===== src/rtl/sysctl_regs.svh =====
/*
 Reset, machine-cycle and power-mode constants for the system control block.
 Assumes inclusion from the package and the design modules only.
*/
`ifndef SYSCTL_REGS_SVH
`define SYSCTL_REGS_SVH

`define CLKS_PER_MCYCLE 12
`define PHASE_CNT_W 4
`define SAMPLE_PHASE 4'h9
`define RESET_MIN_MCYCLES 2
`define PORT_RESET_VAL 8'hFF
`define SP_RESET_VAL 8'h07
`define SFR_RESET_VAL 8'h00
`define POWER_CONTROL_REGISTER_IDLE_BIT 0
`define POWER_CONTROL_REGISTER_PD_BIT 1
`define POWER_CONTROL_REGISTER_POF_BIT 4
`define POWER_CONTROL_REGISTER_RESET_MASK 8'h10

`endif


===== src/rtl/sysctl_pkg.sv =====
/*
 Types shared by the system control block.
 Assumes sysctl_regs.svh is on the include path.
*/
`include "sysctl_regs.svh"

package sysctl_pkg;
	typedef enum logic [2:0] {
		MODE_RUN = 3'b001,
		MODE_IDLE = 3'b010,
		MODE_PDOWN = 3'b100
	} power_mode_e;

	typedef struct packed {
		logic [7:0] port0;
		logic [7:0] port1;
		logic [7:0] port2;
		logic [7:0] port3;
		logic [7:0] stack_pointer;
		logic [7:0] power_control_register;
	} reset_state_s;

	typedef struct packed {
		logic idle;
		logic powerdown;
		logic cpu_clk_en;
		logic periph_clk_en;
		logic osc_en;
	} power_status_s;
endpackage


===== src/rtl/reset_filter.sv =====
/*
 Reset pin filter: counts machine cycles in which the synchronised reset
 pin is seen high at the sampling phase, and asserts the internal reset
 once the minimum count is reached.
 Assumes a synchronised pin level and a one-cycle sample strobe.
*/
`timescale 1ns/100ps
`include "sysctl_regs.svh"

module reset_filter #(
	parameter int MIN_MCYCLES = `RESET_MIN_MCYCLES
) (
	input wire logic clock_i, // System clock
	input wire logic rst_n_i, // Synchronised reset
	input wire logic sample_i, // Sampling strobe, once per machine cycle
	input wire logic pin_i, // Synchronised reset pin level
	output logic reset_o // Filtered reset, level
);
	logic [3:0] count_r;
	logic [3:0] count_nxt;
	logic reset_r;
	logic reset_nxt;

	always_comb begin
		count_nxt = count_r;
		reset_nxt = reset_r;
		if (sample_i) begin
			if (!pin_i) begin
				count_nxt = 4'h0;
				reset_nxt = 1'b0;
			end else if (count_r >= 4'(MIN_MCYCLES - 1)) begin
				reset_nxt = 1'b1;
			end else begin
				count_nxt = count_r + 4'h1;
			end
		end
	end

	always_ff @(posedge clock_i or negedge rst_n_i) begin
		if (!rst_n_i) begin
			count_r <= 4'h0;
			reset_r <= 1'b0;
		end else begin
			count_r <= count_nxt;
			reset_r <= reset_nxt;
		end
	end

	assign reset_o = reset_r;
endmodule


===== src/rtl/sysctl_top.sv =====
/*
 System control: reset pin filtering, register initialisation during reset
 and idle / power-down sequencing of the clock enables.
 Assumes clock_i is the oscillator clock; pins are asynchronous.
*/
`timescale 1ns/100ps
`include "sysctl_regs.svh"

// Summary of operation
// - Reset accepted only when pin high for two machine cycles; glitches ignored.
// - Reset pin sampled once per machine cycle at state five phase two.
// - During reset, port latches load all ones, stack pointer loads seven.
// - Other registers clear; serial buffer kept, power-on flag bit not cleared.
// - Idle request stops processor clock; peripheral and interrupt clocks keep running.
// - Idle is left on any interrupt or reset.
// - Power-down request stops all clocks and the oscillator.
// - Power-down left on hardware reset or enabled external interrupt zero or one.
// - Machine cycle is twelve oscillator clocks by default.
// - Power-on flag set on power-on reset; software may clear it.
// - Power-down request is bit 1, idle request bit 0 of power control.
module sysctl_top
	import sysctl_pkg::*;
#(
	parameter int CLKS_PER_MCYCLE = `CLKS_PER_MCYCLE
) (
	input wire logic clock_i, // Oscillator clock
	input wire logic rst_n_i, // Asynchronous reset, active low
	input wire logic power_on_i, // Power-on pulse from supply detector, same domain
	input wire logic reset_pin_i, // External reset pin, active high
	input wire logic ext_int_zero_n_i, // External interrupt zero pin, active low
	input wire logic ext_int_one_n_i, // External interrupt one pin, active low
	input wire logic ext_int_zero_en_i, // Interrupt zero enable
	input wire logic ext_int_one_en_i, // Interrupt one enable
	input wire logic irq_any_i, // Any pending interrupt, same domain
	input wire logic power_control_register_we_i, // Power control write strobe
	input wire logic [7:0] power_control_register_wdata_i, // Power control write data
	output sysctl_pkg::reset_state_s regs_o, // Register state
	output logic sfr_clear_o, // Clear other registers, keep serial buffer
	output logic sys_reset_o, // Filtered system reset
	output logic mcycle_strobe_o, // One pulse per machine cycle
	output sysctl_pkg::power_status_s status_o // Power mode and clock enables
);
	import sysctl_pkg::*;

	logic [1:0] rst_sync_r;
	logic rst_n;
	logic [1:0] pin_sync_r;
	logic [1:0] external_interrupt_zero_sync_r;
	logic [1:0] external_interrupt_one_sync_r;
	logic [`PHASE_CNT_W-1:0] phase_r;
	logic [`PHASE_CNT_W-1:0] phase_nxt;
	logic sample;
	logic filt_reset;
	power_mode_e mode_r;
	power_mode_e mode_nxt;
	reset_state_s regs_r;
	reset_state_s regs_nxt;
	logic pd_wake;

	function automatic logic [`PHASE_CNT_W-1:0] phase_inc(input logic [`PHASE_CNT_W-1:0] p);
		if (p == `PHASE_CNT_W'(CLKS_PER_MCYCLE - 1))
			phase_inc = '0;
		else
			phase_inc = p + `PHASE_CNT_W'(1);
	endfunction

	always_ff @(posedge clock_i or negedge rst_n_i) begin
		if (!rst_n_i)
			rst_sync_r <= 2'h0;
		else
			rst_sync_r <= {rst_sync_r[0], 1'b1};
	end
	assign rst_n = rst_sync_r[1];

	// Pin synchronisers
	always_ff @(posedge clock_i or negedge rst_n) begin
		if (!rst_n) begin
			pin_sync_r <= 2'h0;
			external_interrupt_zero_sync_r <= 2'h3;
			external_interrupt_one_sync_r <= 2'h3;
		end else begin
			pin_sync_r <= {pin_sync_r[0], reset_pin_i};
			external_interrupt_zero_sync_r <= {external_interrupt_zero_sync_r[0], ext_int_zero_n_i};
			external_interrupt_one_sync_r <= {external_interrupt_one_sync_r[0], ext_int_one_n_i};
		end
	end

	// Machine cycle phase counter, runs unless oscillator halted
	always_comb begin
		phase_nxt = phase_r;
		if (mode_r != MODE_PDOWN)
			phase_nxt = phase_inc(phase_r);
	end

	always_ff @(posedge clock_i or negedge rst_n) begin
		if (!rst_n)
			phase_r <= '0;
		else
			phase_r <= phase_nxt;
	end

	assign sample = (phase_r == `SAMPLE_PHASE) && (mode_r != MODE_PDOWN);
	assign mcycle_strobe_o = sample;

	reset_filter #(
		.MIN_MCYCLES(`RESET_MIN_MCYCLES)
	) u_reset_filter (
		.clock_i(clock_i),
		.rst_n_i(rst_n),
		.sample_i(sample),
		.pin_i(pin_sync_r[1]),
		.reset_o(filt_reset)
	);

	// Power-down exit: oscillator stopped, so pin is seen directly
	assign pd_wake = (!external_interrupt_zero_sync_r[1] && ext_int_zero_en_i) || (!external_interrupt_one_sync_r[1] && ext_int_one_en_i)
		|| pin_sync_r[1];

	always_comb begin
		mode_nxt = mode_r;
		regs_nxt = regs_r;
		if (filt_reset || power_on_i) begin
			mode_nxt = MODE_RUN;
			regs_nxt.port0 = `PORT_RESET_VAL;
			regs_nxt.port1 = `PORT_RESET_VAL;
			regs_nxt.port2 = `PORT_RESET_VAL;
			regs_nxt.port3 = `PORT_RESET_VAL;
			regs_nxt.stack_pointer = `SP_RESET_VAL;
			regs_nxt.power_control_register = regs_r.power_control_register & `POWER_CONTROL_REGISTER_RESET_MASK;
			if (power_on_i)
				regs_nxt.power_control_register[`POWER_CONTROL_REGISTER_POF_BIT] = 1'b1;
		end else begin
			case (mode_r)
				MODE_RUN: begin
					if (power_control_register_we_i) begin
						regs_nxt.power_control_register = power_control_register_wdata_i;
						if (power_control_register_wdata_i[`POWER_CONTROL_REGISTER_PD_BIT])
							mode_nxt = MODE_PDOWN;
						else if (power_control_register_wdata_i[`POWER_CONTROL_REGISTER_IDLE_BIT])
							mode_nxt = MODE_IDLE;
					end
				end
				MODE_IDLE: begin
					if (irq_any_i) begin
						mode_nxt = MODE_RUN;
						regs_nxt.power_control_register[`POWER_CONTROL_REGISTER_IDLE_BIT] = 1'b0;
					end
				end
				MODE_PDOWN: begin
					if (pd_wake) begin
						mode_nxt = MODE_RUN;
						regs_nxt.power_control_register[`POWER_CONTROL_REGISTER_PD_BIT] = 1'b0;
						regs_nxt.power_control_register[`POWER_CONTROL_REGISTER_IDLE_BIT] = 1'b0;
					end
				end
				default: mode_nxt = MODE_RUN;
			endcase
		end
	end

	always_ff @(posedge clock_i or negedge rst_n) begin
		if (!rst_n) begin
			mode_r <= MODE_RUN;
			regs_r <= {{4{`PORT_RESET_VAL}}, `SP_RESET_VAL, `SFR_RESET_VAL};
		end else begin
			mode_r <= mode_nxt;
			regs_r <= regs_nxt;
		end
	end

	assign regs_o = regs_r;
	assign sys_reset_o = filt_reset;
	assign sfr_clear_o = filt_reset || power_on_i;
	assign status_o.idle = (mode_r == MODE_IDLE);
	assign status_o.powerdown = (mode_r == MODE_PDOWN);
	assign status_o.cpu_clk_en = (mode_r == MODE_RUN);
	assign status_o.periph_clk_en = (mode_r != MODE_PDOWN);
	assign status_o.osc_en = (mode_r != MODE_PDOWN);
endmodule


===== config.mk =====
export PLATFORM = sky130hd
export DESIGN_NAME = sysctl_top
export DESIGN_NICKNAME = d
export VERILOG_FILES = /design/src/rtl/sysctl_pkg.sv /design/src/rtl/reset_filter.sv /design/src/rtl/sysctl_top.sv
export VERILOG_INCLUDE_DIRS = /design/src /design/src/rtl
export SDC_FILE = /design/constraint.sdc
export NUM_CORES = 1
export LEC_CHECK = 0
export BUFFER_PORTS_ARGS = -buffer_cell sky130_fd_sc_hd__buf_2
export CAP_MARGIN = 20
export CORE_AREA = 10 10 67 69
export CTS_BUF_LIST = sky130_fd_sc_hd__clkbuf_4
export DETAILED_ROUTE_END_ITERATION = 8
export DIE_AREA = 0 0 77 79
export GPL_TIMING_DRIVEN = 0
export PLACE_DENSITY = 0.91
export SYNTH_ARGS = -nofsm -noshare
export SYNTH_HDL_FRONTEND = slang
export SYNTH_SLANG_ARGS = --single-unit

===== constraint.sdc =====
create_clock -name clock_i -period 2.74 [get_ports clock_i]
set_input_delay 0.548 -clock clock_i [delete_from_list [all_inputs] [get_ports clock_i]]
set_output_delay 0.548 -clock clock_i [all_outputs]
set_load 0.02 [all_outputs]

==> results of run 1 <==
sequential cells by signal, summed over array words and instances, names as in the netlist:
| name | flops |
|---|---|
| u_reset_filter.count_r | 4 |
| phase_r | 4 |
| pin_sync_r | 2 |
| external_interrupt_one_sync_r | 2 |
| u_reset_filter.reset_o | 1 |
| rst_sync_r | 2 |
| external_interrupt_zero_sync_r | 2 |
| mode_r | 3 |
| regs_o | 8 |
stage by stage:
step	util, %	hold WS, ns	cells	setup slack (ns)	area [um^2]
3_3_place_gp	60.7	0.334	278	0.648	1960
5_1_grt	62.7	0.144	284	0.172	2030
4_1_cts	61.9	0.305	283	0.293	2000
2_1_floorplan	-	0.252	199	0.654	1740
3_5_place_dp	60.7	0.337	278	0.609	1960
6_report	62.7	0.123	284	0.303	2030
worst max path at each step:
stage	start	endpoint	cells after the start
2_1_floorplan	mode_r[0]	mcycle_strobe_o	4
3_3_place_gp	power_on_i	sfr_clear_o	5
3_5_place_dp	power_on_i	sfr_clear_o	5
4_1_cts	mode_r[0]	mcycle_strobe_o	5
5_1_grt	mode_r[0]	mcycle_strobe_o	5
6_report	mode_r[0]	mcycle_strobe_o	5
per-layer routing:
| metal | global-route usage [%] | wire (um) | vias up |
|---|---|---|---|
| met5 | 0 | 0 | - |
| met3 | 5.52 | 373 | 2 |
| met4 | 2.19 | 23 | 0 |
| met1 | 10.7 | 1290 | 554 |
| met2 | 18.9 | 1760 | 42 |
| li1 | - | - | 609 |
critical path, stage by stage (launching register included):
cell      delay [ns]
dfstp_2         0.58
or3b_1          0.12
buf_6           0.14
clkinv_1        0.21
nor2_1          0.30
buf_2           0.23
power breakdown:
group / internal [mW] / switching [mW] / leakage, nW
Sequential: 0.504 / 0.0778 / 0.340
Clock: 0.0532 / 0.108 / 0.0154
Combinational: 0.231 / 0.317 / 0.721
synth_stat cells:
cell type | n | share of area, %
or4_1 | 1 | 0.47
inv_1 | 5 | 1.2
ha_1 | 5 | 3.9
buf_4 | 41 | 19
nor2_1 | 18 | 4.2
clkbuf_1 | 2 | 0.47
nand3_1 | 4 | 1.3
or3b_1 | 1 | 0.55
nor3_1 | 3 | 0.94
nor4_4 | 1 | 1.3
a21o_1 | 2 | 0.94
a311oi_1 | 1 | 0.55
mux2i_1 | 5 | 3.1
a21bo_2 | 1 | 0.63
dfstp_2 | 5 | 8.2
conb_1 | 2 | 0.47
nor2b_1 | 4 | 1.6
clkinv_1 | 1 | 0.24
a21oi_1 | 7 | 2.2
a32oi_1 | 1 | 0.55
nand3b_1 | 3 | 1.4
o21ai_0 | 4 | 1.3
or4bb_2 | 1 | 0.78
o21ai_1 | 1 | 0.31
nor3b_1 | 2 | 0.94
buf_6 | 1 | 0.71
nand2b_1 | 1 | 0.39
a31o_2 | 3 | 1.6
or3b_2 | 1 | 0.55
or4b_2 | 1 | 0.63
o211ai_1 | 4 | 1.9
dfrtp_1 | 23 | 36
nand2_1 | 5 | 1.2
kinds of logic (layout without fill, tap and decap cells):
logic type | Yosys count | after routing | share of synthesized area, %
flip-flops | 28 | 28 | 44.3
AND/OR/NAND/NOR | 46 | 46 | 16.2
AO/OA/AOI/OAI | 24 | 24 | 9.97
multiplexers | 5 | 5 | 3.14
buffers and inverters | 50 | 89 | 21.9
adder cells (fa/ha/maj) | 5 | 5 | 3.92
other | 2 | 41 | 0.471
cell type report:
cell class	instances	area, um^2	area share, %
plain buffers	44	327	16.1
clock buffers	3	22.5	1.11
clock inverters	1	3.75	0.185
inverters	6	22.5	1.11
multi-input cells	121	684	33.8
flip-flops and latches	28	707	34.9
well taps	46	57.6	2.84
repair buffers	35	203	10.0
what timing repair did:
action,in CTS,in global routing
gates resized for setup,0,0
hold buffers,1,0
buffers inserted,0,0
endpoints found under the hold margin,2,0
==> impl_metrics.toml, run 1 <==
[routing]
vias = 1207
drt-initial-drc-count = 45
firstDrtPassIters = 4
drc = 0
wire_per_inst_um = 12.1
final_antenna_net_count = 0
wl_um = 3440
vias_per_cell = 4.25

[layout]
fillers = 293
syn2layout_area_growth_pct = 27.2
mostFrequentLayoutCells = "buf_4 (41), conb_1 (41), buf_2 (33)"
diodes = 0
layout-drive-gt1-share_pct = 38.7
fin_nets = 262

[global_route]
grt_pass1_vias = 1202
gr-total-overflow = 0
grt_max_degree = 27
antenna_found_initial = 0
track_usage_pct = 10.5
grt_pass1_wl_um = 5440

[setup_path]
r2r_slack_ns = 0.76
r2r_cells = 6
r2r_end = "u_reset_filter.count_r[1]"
cp.required_ns = 2.19
setup.worst_path.end_class = "output port"
cp_max_fo = 9
critPathArrivalTime_ns = 1.89
critPathLaunchType = "flip-flop"
path_class = "reg -> out"
rr_startpoint = "u_reset_filter.count_r[1]"

[timing]
min_period_ns = 2.44
drv_slew = 0
max_freq_ghz = 0.410
skew_ns = 0.00460
setup_viol = 0
finalSetupTns_ns = 0
relSlewSlack_pct = 60.9
fin_crit_sh_pct = 88.9
rsz0062_at_grt = "no"
tightest_slew_ns = 0.585
finalHoldViolCount = 0

[die]
die_h_um = 79
dieArea_um2 = 6080
pin_count = 74
core_um2 = 3230
die_x_um = 77
start_util_pct = 49.3
row_count = 21

[yosys]
synth.distinct_cells = 33
avgSynthCellArea_um2 = 9.96
seq_area_frac_synth_pct = 44.3
yosys_warnings = 0
synth_seq_cells = 28
syn_inst = 160
synth.cell_area_um2 = 1590

[place]
dp_hpwl_um = 2900
gp_congestion = 0.778
io_buffers = 33

[min_path]
hold_path.class = "reg -> async"

[clock_network]
cts.clk_slew.worst_paths_ns = 0.14
cts.sinks = 28
cts_max_path_buffers = 2
clock_latency_ns = 0.31
cts_root_buffer = "clkbuf_4"
h-tree-depth = 1
cts_tree = "done"
cts_buffers = 3

[power_and_ir_drop]
finalPower_mw = 1.29
power-per-cell-area_nw_per_um2 = 637
total_leakage_power_nw = 1.08
vdd_drop_max_mv = 0.420

[outcome]
status = "completed"

[flow_run]
maxCapViolCount = 0
No activity file was read; power rests on OpenSTA's default activity.
==> run 2, diff against run 1 <==
Settings changed: ABC_AREA from default to 1, CORE_AREA 10 10 67 69 to 10 10 68 70, DIE_AREA 0 0 77 79 to 0 0 78 80, PLACE_DENSITY 0.91 to 0.9.
==> impl_metrics.toml, run 2 <==
[die]
start_util_pct = 50.6
die_h_um = 80
core_um2 = 3280
pin_count = 74
dieArea_um2 = 6240
row_count = 21
die_x_um = 78

[timing]
max_freq_ghz = 0.490
setup_viol = 0
finalHoldViolCount = 0
min_period_ns = 2.04
tightest_slew_ns = 0.995
finalSetupTns_ns = 0
fin_crit_sh_pct = 74.4
rsz0062_at_grt = "no"
skew_ns = 0.00472
hold_slack_ns = 0.319
worst_slack_ns = 0.701
relSlewSlack_pct = 33.6
drv_slew = 0

[clock_network]
clock_latency_ns = 0.31
cts.repair.resized = 0
cts_tree = "done"
hold_buffers = 1
cts.clk_slew.worst_paths_ns = 0.14
cts.sinks = 28
cts_root_buffer = "clkbuf_4"
post-cts-setup-buffers = 0
cts_buffers = 3
cts_max_path_buffers = 2
h-tree-depth = 1

[routing]
final_antenna_net_count = 0
vias_per_cell = 3.99
drt-initial-drc-count = 75
drc = 0
wire_per_inst_um = 10.9
vias = 1289
wl_um = 3510
firstDrtPassIters = 4

[place]
io_buffers = 33
dp_hpwl_um = 3070
gp_congestion = 0.802
post-place-ws_ns = 1.05

[setup_path]
critPathLaunchType = "flip-flop"
cp_max_fo = 10
r2r_cells = 7
setup.worst_path.end_class = "output port"
cp.required_ns = 2.19
r2r_end = "regs_o[0]"
r2r_slack_ns = 1.41
path_class = "reg -> out"
critPathArrivalTime_ns = 1.49
rr_startpoint = "mode_r[0]"

[yosys]
synth-edff-count = 0
yosysTopAreaCell = "dfrtp_1"
synth.distinct_cells = 23
synth_fa_ha_area_share_pct = 3.76
synth_top_family_by_area = "buffers and inverters"
async_reset_ff_share_pct = 100
yosys_warnings = 0
post-synth-top-count-cell = "nand2_1"
synthTopCellsByArea = "dfrtp_1 (35%), buf_4 (19%), nand2_1 (9.7%)"
synth_seq_cells = 28
synth.cell_area_um2 = 1660
avgSynthCellArea_um2 = 8.31
synth_top_area_share_pct = 34.6
synth_simple_gate_area_share_pct = 21.1
synth_common_cells = "nand2_1 (43), buf_4 (41), inv_1 (27)"
synthXorXnorAreaFrac_pct = 0.527
synthMuxAreaShare_pct = 0
ys.flop_type = "dfrtp_1"
syn_inst = 200
synth-compound-area-share_pct = 6.09
seq_area_frac_synth_pct = 42.5

[power_and_ir_drop]
total_leakage_power_nw = 1.24
vdd_drop_max_mv = 0.466
power-per-cell-area_nw_per_um2 = 666

[layout]
layout_commonest_cell = "nand2_1"
fin_nets = 301
syn2layout_area_growth_pct = 24.4
mostFrequentLayoutCells = "nand2_1 (43), buf_4 (41), conb_1 (41)"
largest_register_ffs = 8
layout-drive-gt1-share_pct = 35.0
diodes = 0

[min_path]
holdPathEnd = "external_interrupt_one_sync_r[0]"
holdPathStages = 1
min_from = "ext_int_one_n_i"
hold_path.class = "in -> reg"

[global_route]
antenna_found_initial = 0
track_usage_pct = 10.9
grt_max_degree = 27
gr-total-overflow = 0
grt_pass1_vias = 1312
grt_pass1_wl_um = 5750

[outcome]
status = "completed"

[flow_run]
maxCapViolCount = 0
-- run 2: how the worst max path moves through the flow --
stage,start,endpoint,slack (ns),cells past startpoint
2_1_floorplan,mode_r[0],mcycle_strobe_o,1.15,4
3_3_place_gp,mode_r[0],mcycle_strobe_o,1.07,5
3_5_place_dp,mode_r[0],mcycle_strobe_o,1.05,5
4_1_cts,mode_r[0],mcycle_strobe_o,0.67,5
5_1_grt,mode_r[0],mcycle_strobe_o,0.59,5
6_report,mode_r[0],mcycle_strobe_o,0.70,5
-- run 2: cell families after synthesis --
| kind of cell | after synthesis |
|---|---|
| buf+inv | 72 |
| fa+ha+maj | 5 |
| xor+xnor | 1 |
| flops | 28 |
| compound gates | 16 |
| simple gates | 76 |
| other cells | 2 |
-- run 2: critical path, cell delays in order (launching register included) --
cell and delay, ns:
dfstp_2 0.60, nor2_2 0.07, nand2_4 0.13, nand4_4 0.12, inv_1 0.09, buf_2 0.16
-- run 2: layout make-up --
type / count / area (um^2)
Tap cell: 46 / 57.6
Clock buffer: 3 / 22.5
Timing Repair Buffer: 34 / 175
Clock inverter: 1 / 3.75
Fill cell: 302 / 1220
Buffer: 41 / 308
Multi-Input combinational cell: 139 / 678
Sequential cell: 28 / 707
Inverter: 31 / 116
-- run 2: power breakdown --
part           leakage [nW]  internal, mW  switching (mW)
sequential            0.343         0.519          0.0876
combinational         0.882         0.222           0.387
clock                0.0154        0.0531           0.108
-- run 2: stage by stage --
stage | util (%) | instances | area, um^2 | power [mW]
final | 63.0 | 323 | 2070 | 1.38
after global placement | 61.9 | 318 | 2030 | 1.20
after global routing | 63.0 | 323 | 2070 | 1.50
after floorplan | - | 239 | 1810 | 1.08
after CTS | 63.0 | 323 | 2070 | 1.39
after detailed placement | 61.9 | 318 | 2030 | 1.23
-- run 2: routing by layer --
layer / GRT usage, % / up-vias / wire (um)
met5: 0 / - / 0
met1: 11.3 / 566 / 1350
met3: 3.38 / 6 / 219
met4: 3.23 / 0 / 56
li1: - / 681 / -
met2: 20.6 / 36 / 1880
==> run 3, diff against run 2 <==
Settings changed: CORE_AREA 10 10 68 70 to 10 10 70 72, DIE_AREA 0 0 78 80 to 0 0 80 82, PLACE_DENSITY 0.9 to 0.86.
Clock period 2.74 ns to 2 ns, I/O delays scaled along.
==> impl_metrics.toml, run 3 (synthesis results as in run 2) <==
[global_route]
track_usage_pct = 11.0
antenna_found_initial = 0
gr-total-overflow = 0
grt_max_degree = 27
grt_pass1_wl_um = 5840
grt_pass1_vias = 1384

[place]
gp_congestion = 0.841
dp_hpwl_um = 3070
placed_cells = 320
io_buffers = 33
post-place-ws_ns = 0.452

[setup_path]
setup.worst_path.end_class = "output port"
path_class = "reg -> out"
cp.required_ns = 1.60
r2r_cells = 6
critPathLaunchType = "flip-flop"
critPathArrivalTime_ns = 1.52
r2r_slack_ns = 0.63
cp_max_fo = 10
rr_startpoint = "u_reset_filter.count_r[0]"
endpoint = "mcycle_strobe_o"
r2r_end = "u_reset_filter.count_r[0]"
critPathLaunch = "mode_r[0]"

[routing]
wire_per_inst_um = 11.1
wl_um = 3630
drt-initial-drc-count = 56
vias = 1319
drc = 0
firstDrtPassIters = 4
vias_per_cell = 4.05
final_antenna_net_count = 0

[timing]
rsz0062_at_grt = "no"
skew_ns = 0.00788
fin_crit_sh_pct = 95.9
max_freq_ghz = 0.522
worst_slack_ns = 0.0829
drv_slew = 0
setup_viol = 0
min_period_ns = 1.92
finalSetupTns_ns = 0
finalHoldViolCount = 0

[clock_network]
cts.repair.resized = 0
cts_buffers = 3
cts_max_path_buffers = 2
cts_root_buffer = "clkbuf_4"
cts_tree = "done"
cts.sinks = 28
cts.clk_slew.worst_paths_ns = 0.14
clock_latency_ns = 0.32
post-cts-setup-buffers = 0
h-tree-depth = 1

[power_and_ir_drop]
finalPower_mw = 1.93
cellInternalPower_mw = 1.11
p_switching_mw = 0.818
total_leakage_power_nw = 1.26
clockPowerShare_pct = 12.6
pwr-share-seq_pct = 42.8
netSwitchingFraction_pct = 42.3
vdd_drop_max_mv = 0.488
p_comb_share_pct = 44.5
power-per-cell-area_nw_per_um2 = 919

[layout]
syn2layout_area_growth_pct = 26.4
largest_register_ffs = 8
final_cells = 326
layout_commonest_cell = "nand2_1"
fillers = 341
diodes = 0
mostFrequentLayoutCells = "nand2_1 (43), buf_4 (41), conb_1 (41)"
fin_nets = 302
layout-drive-gt1-share_pct = 35.6

[die]
die_h_um = 82
core_um2 = 3580
start_util_pct = 46.5
pin_count = 74
dieArea_um2 = 6560
die_x_um = 80
row_count = 22

[flow_run]
maxCapViolCount = 0

[min_path]
hold_path.class = "reg -> async"

[outcome]
status = "completed"
[run 3: worst max-delay path: stages, from the launching register on]
cell and delay, ns:
dfstp_2 0.60, nor2_2 0.07, nand2_4 0.13, nand4_4 0.13, inv_1 0.10, buf_2 0.17
[run 3: per-stage QoR]
stage	hold WS [ns]	utilization, %	area (um^2)
after detailed placement	0.187	56.9	2030
after global routing	0.103	58.7	2100
after global placement	0.186	56.9	2030
after CTS	0.147	58.0	2070
after floorplan	0.104	-	1810
final	0.0875	58.7	2100
[run 3: how the worst min path moves through the flow]
stage	startpoint	to	slack [ns]	depth (start not counted)
global route	rst_sync_r[1]	u_reset_filter.reset_o	0.10	0
finish	rst_sync_r[1]	pin_sync_r[1]	0.09	0
CTS	ext_int_zero_n_i	external_interrupt_zero_sync_r[0]	0.15	1
detailed placement	rst_n_i	rst_sync_r[0]	0.19	1
floorplan	rst_n_i	rst_sync_r[0]	0.10	0
global placement	rst_n_i	rst_sync_r[1]	0.19	1
[run 3: power by group through the flow]
| stage | logic [mW] | registers (mW) | clock network (mW) |
|---|---|---|---|
| final | 0.860 | 0.827 | 0.244 |
| after global routing | 0.964 | 0.847 | 0.280 |
| after CTS | 0.849 | 0.832 | 0.259 |
| after detailed placement | 0.846 | 0.841 | 0 |
| after global placement | 0.807 | 0.836 | 0 |
| after floorplan | 0.606 | 0.869 | 0 |
[run 3: cell type report]
cell class                 instances  area, um^2  share of cell area [%]
sequential                        28         707                    33.6
multi-input combinational        139         678                    32.3
buffer                            41         308                    14.6
timing repair buffer              35         203                    9.64
inverter                          31         116                    5.54
tap                               48        60.1                    2.86
clock buffer                       4        30.0                    1.43
[run 3: timing repair]
item	CTS	global route
setup endpoints to repair	0	0
hold buffers	1	0
hold endpoints to repair	2	0
[run 3: routing by layer]
metal | track usage, % | vias up | share of wire (%)
met5 | 0 | - | 0
met4 | 7.04 | 0 | 2.9
met3 | 3.06 | 10 | 6.9
met1 | 10.8 | 581 | 36
li1 | - | 681 | -
met2 | 19.9 | 47 | 55
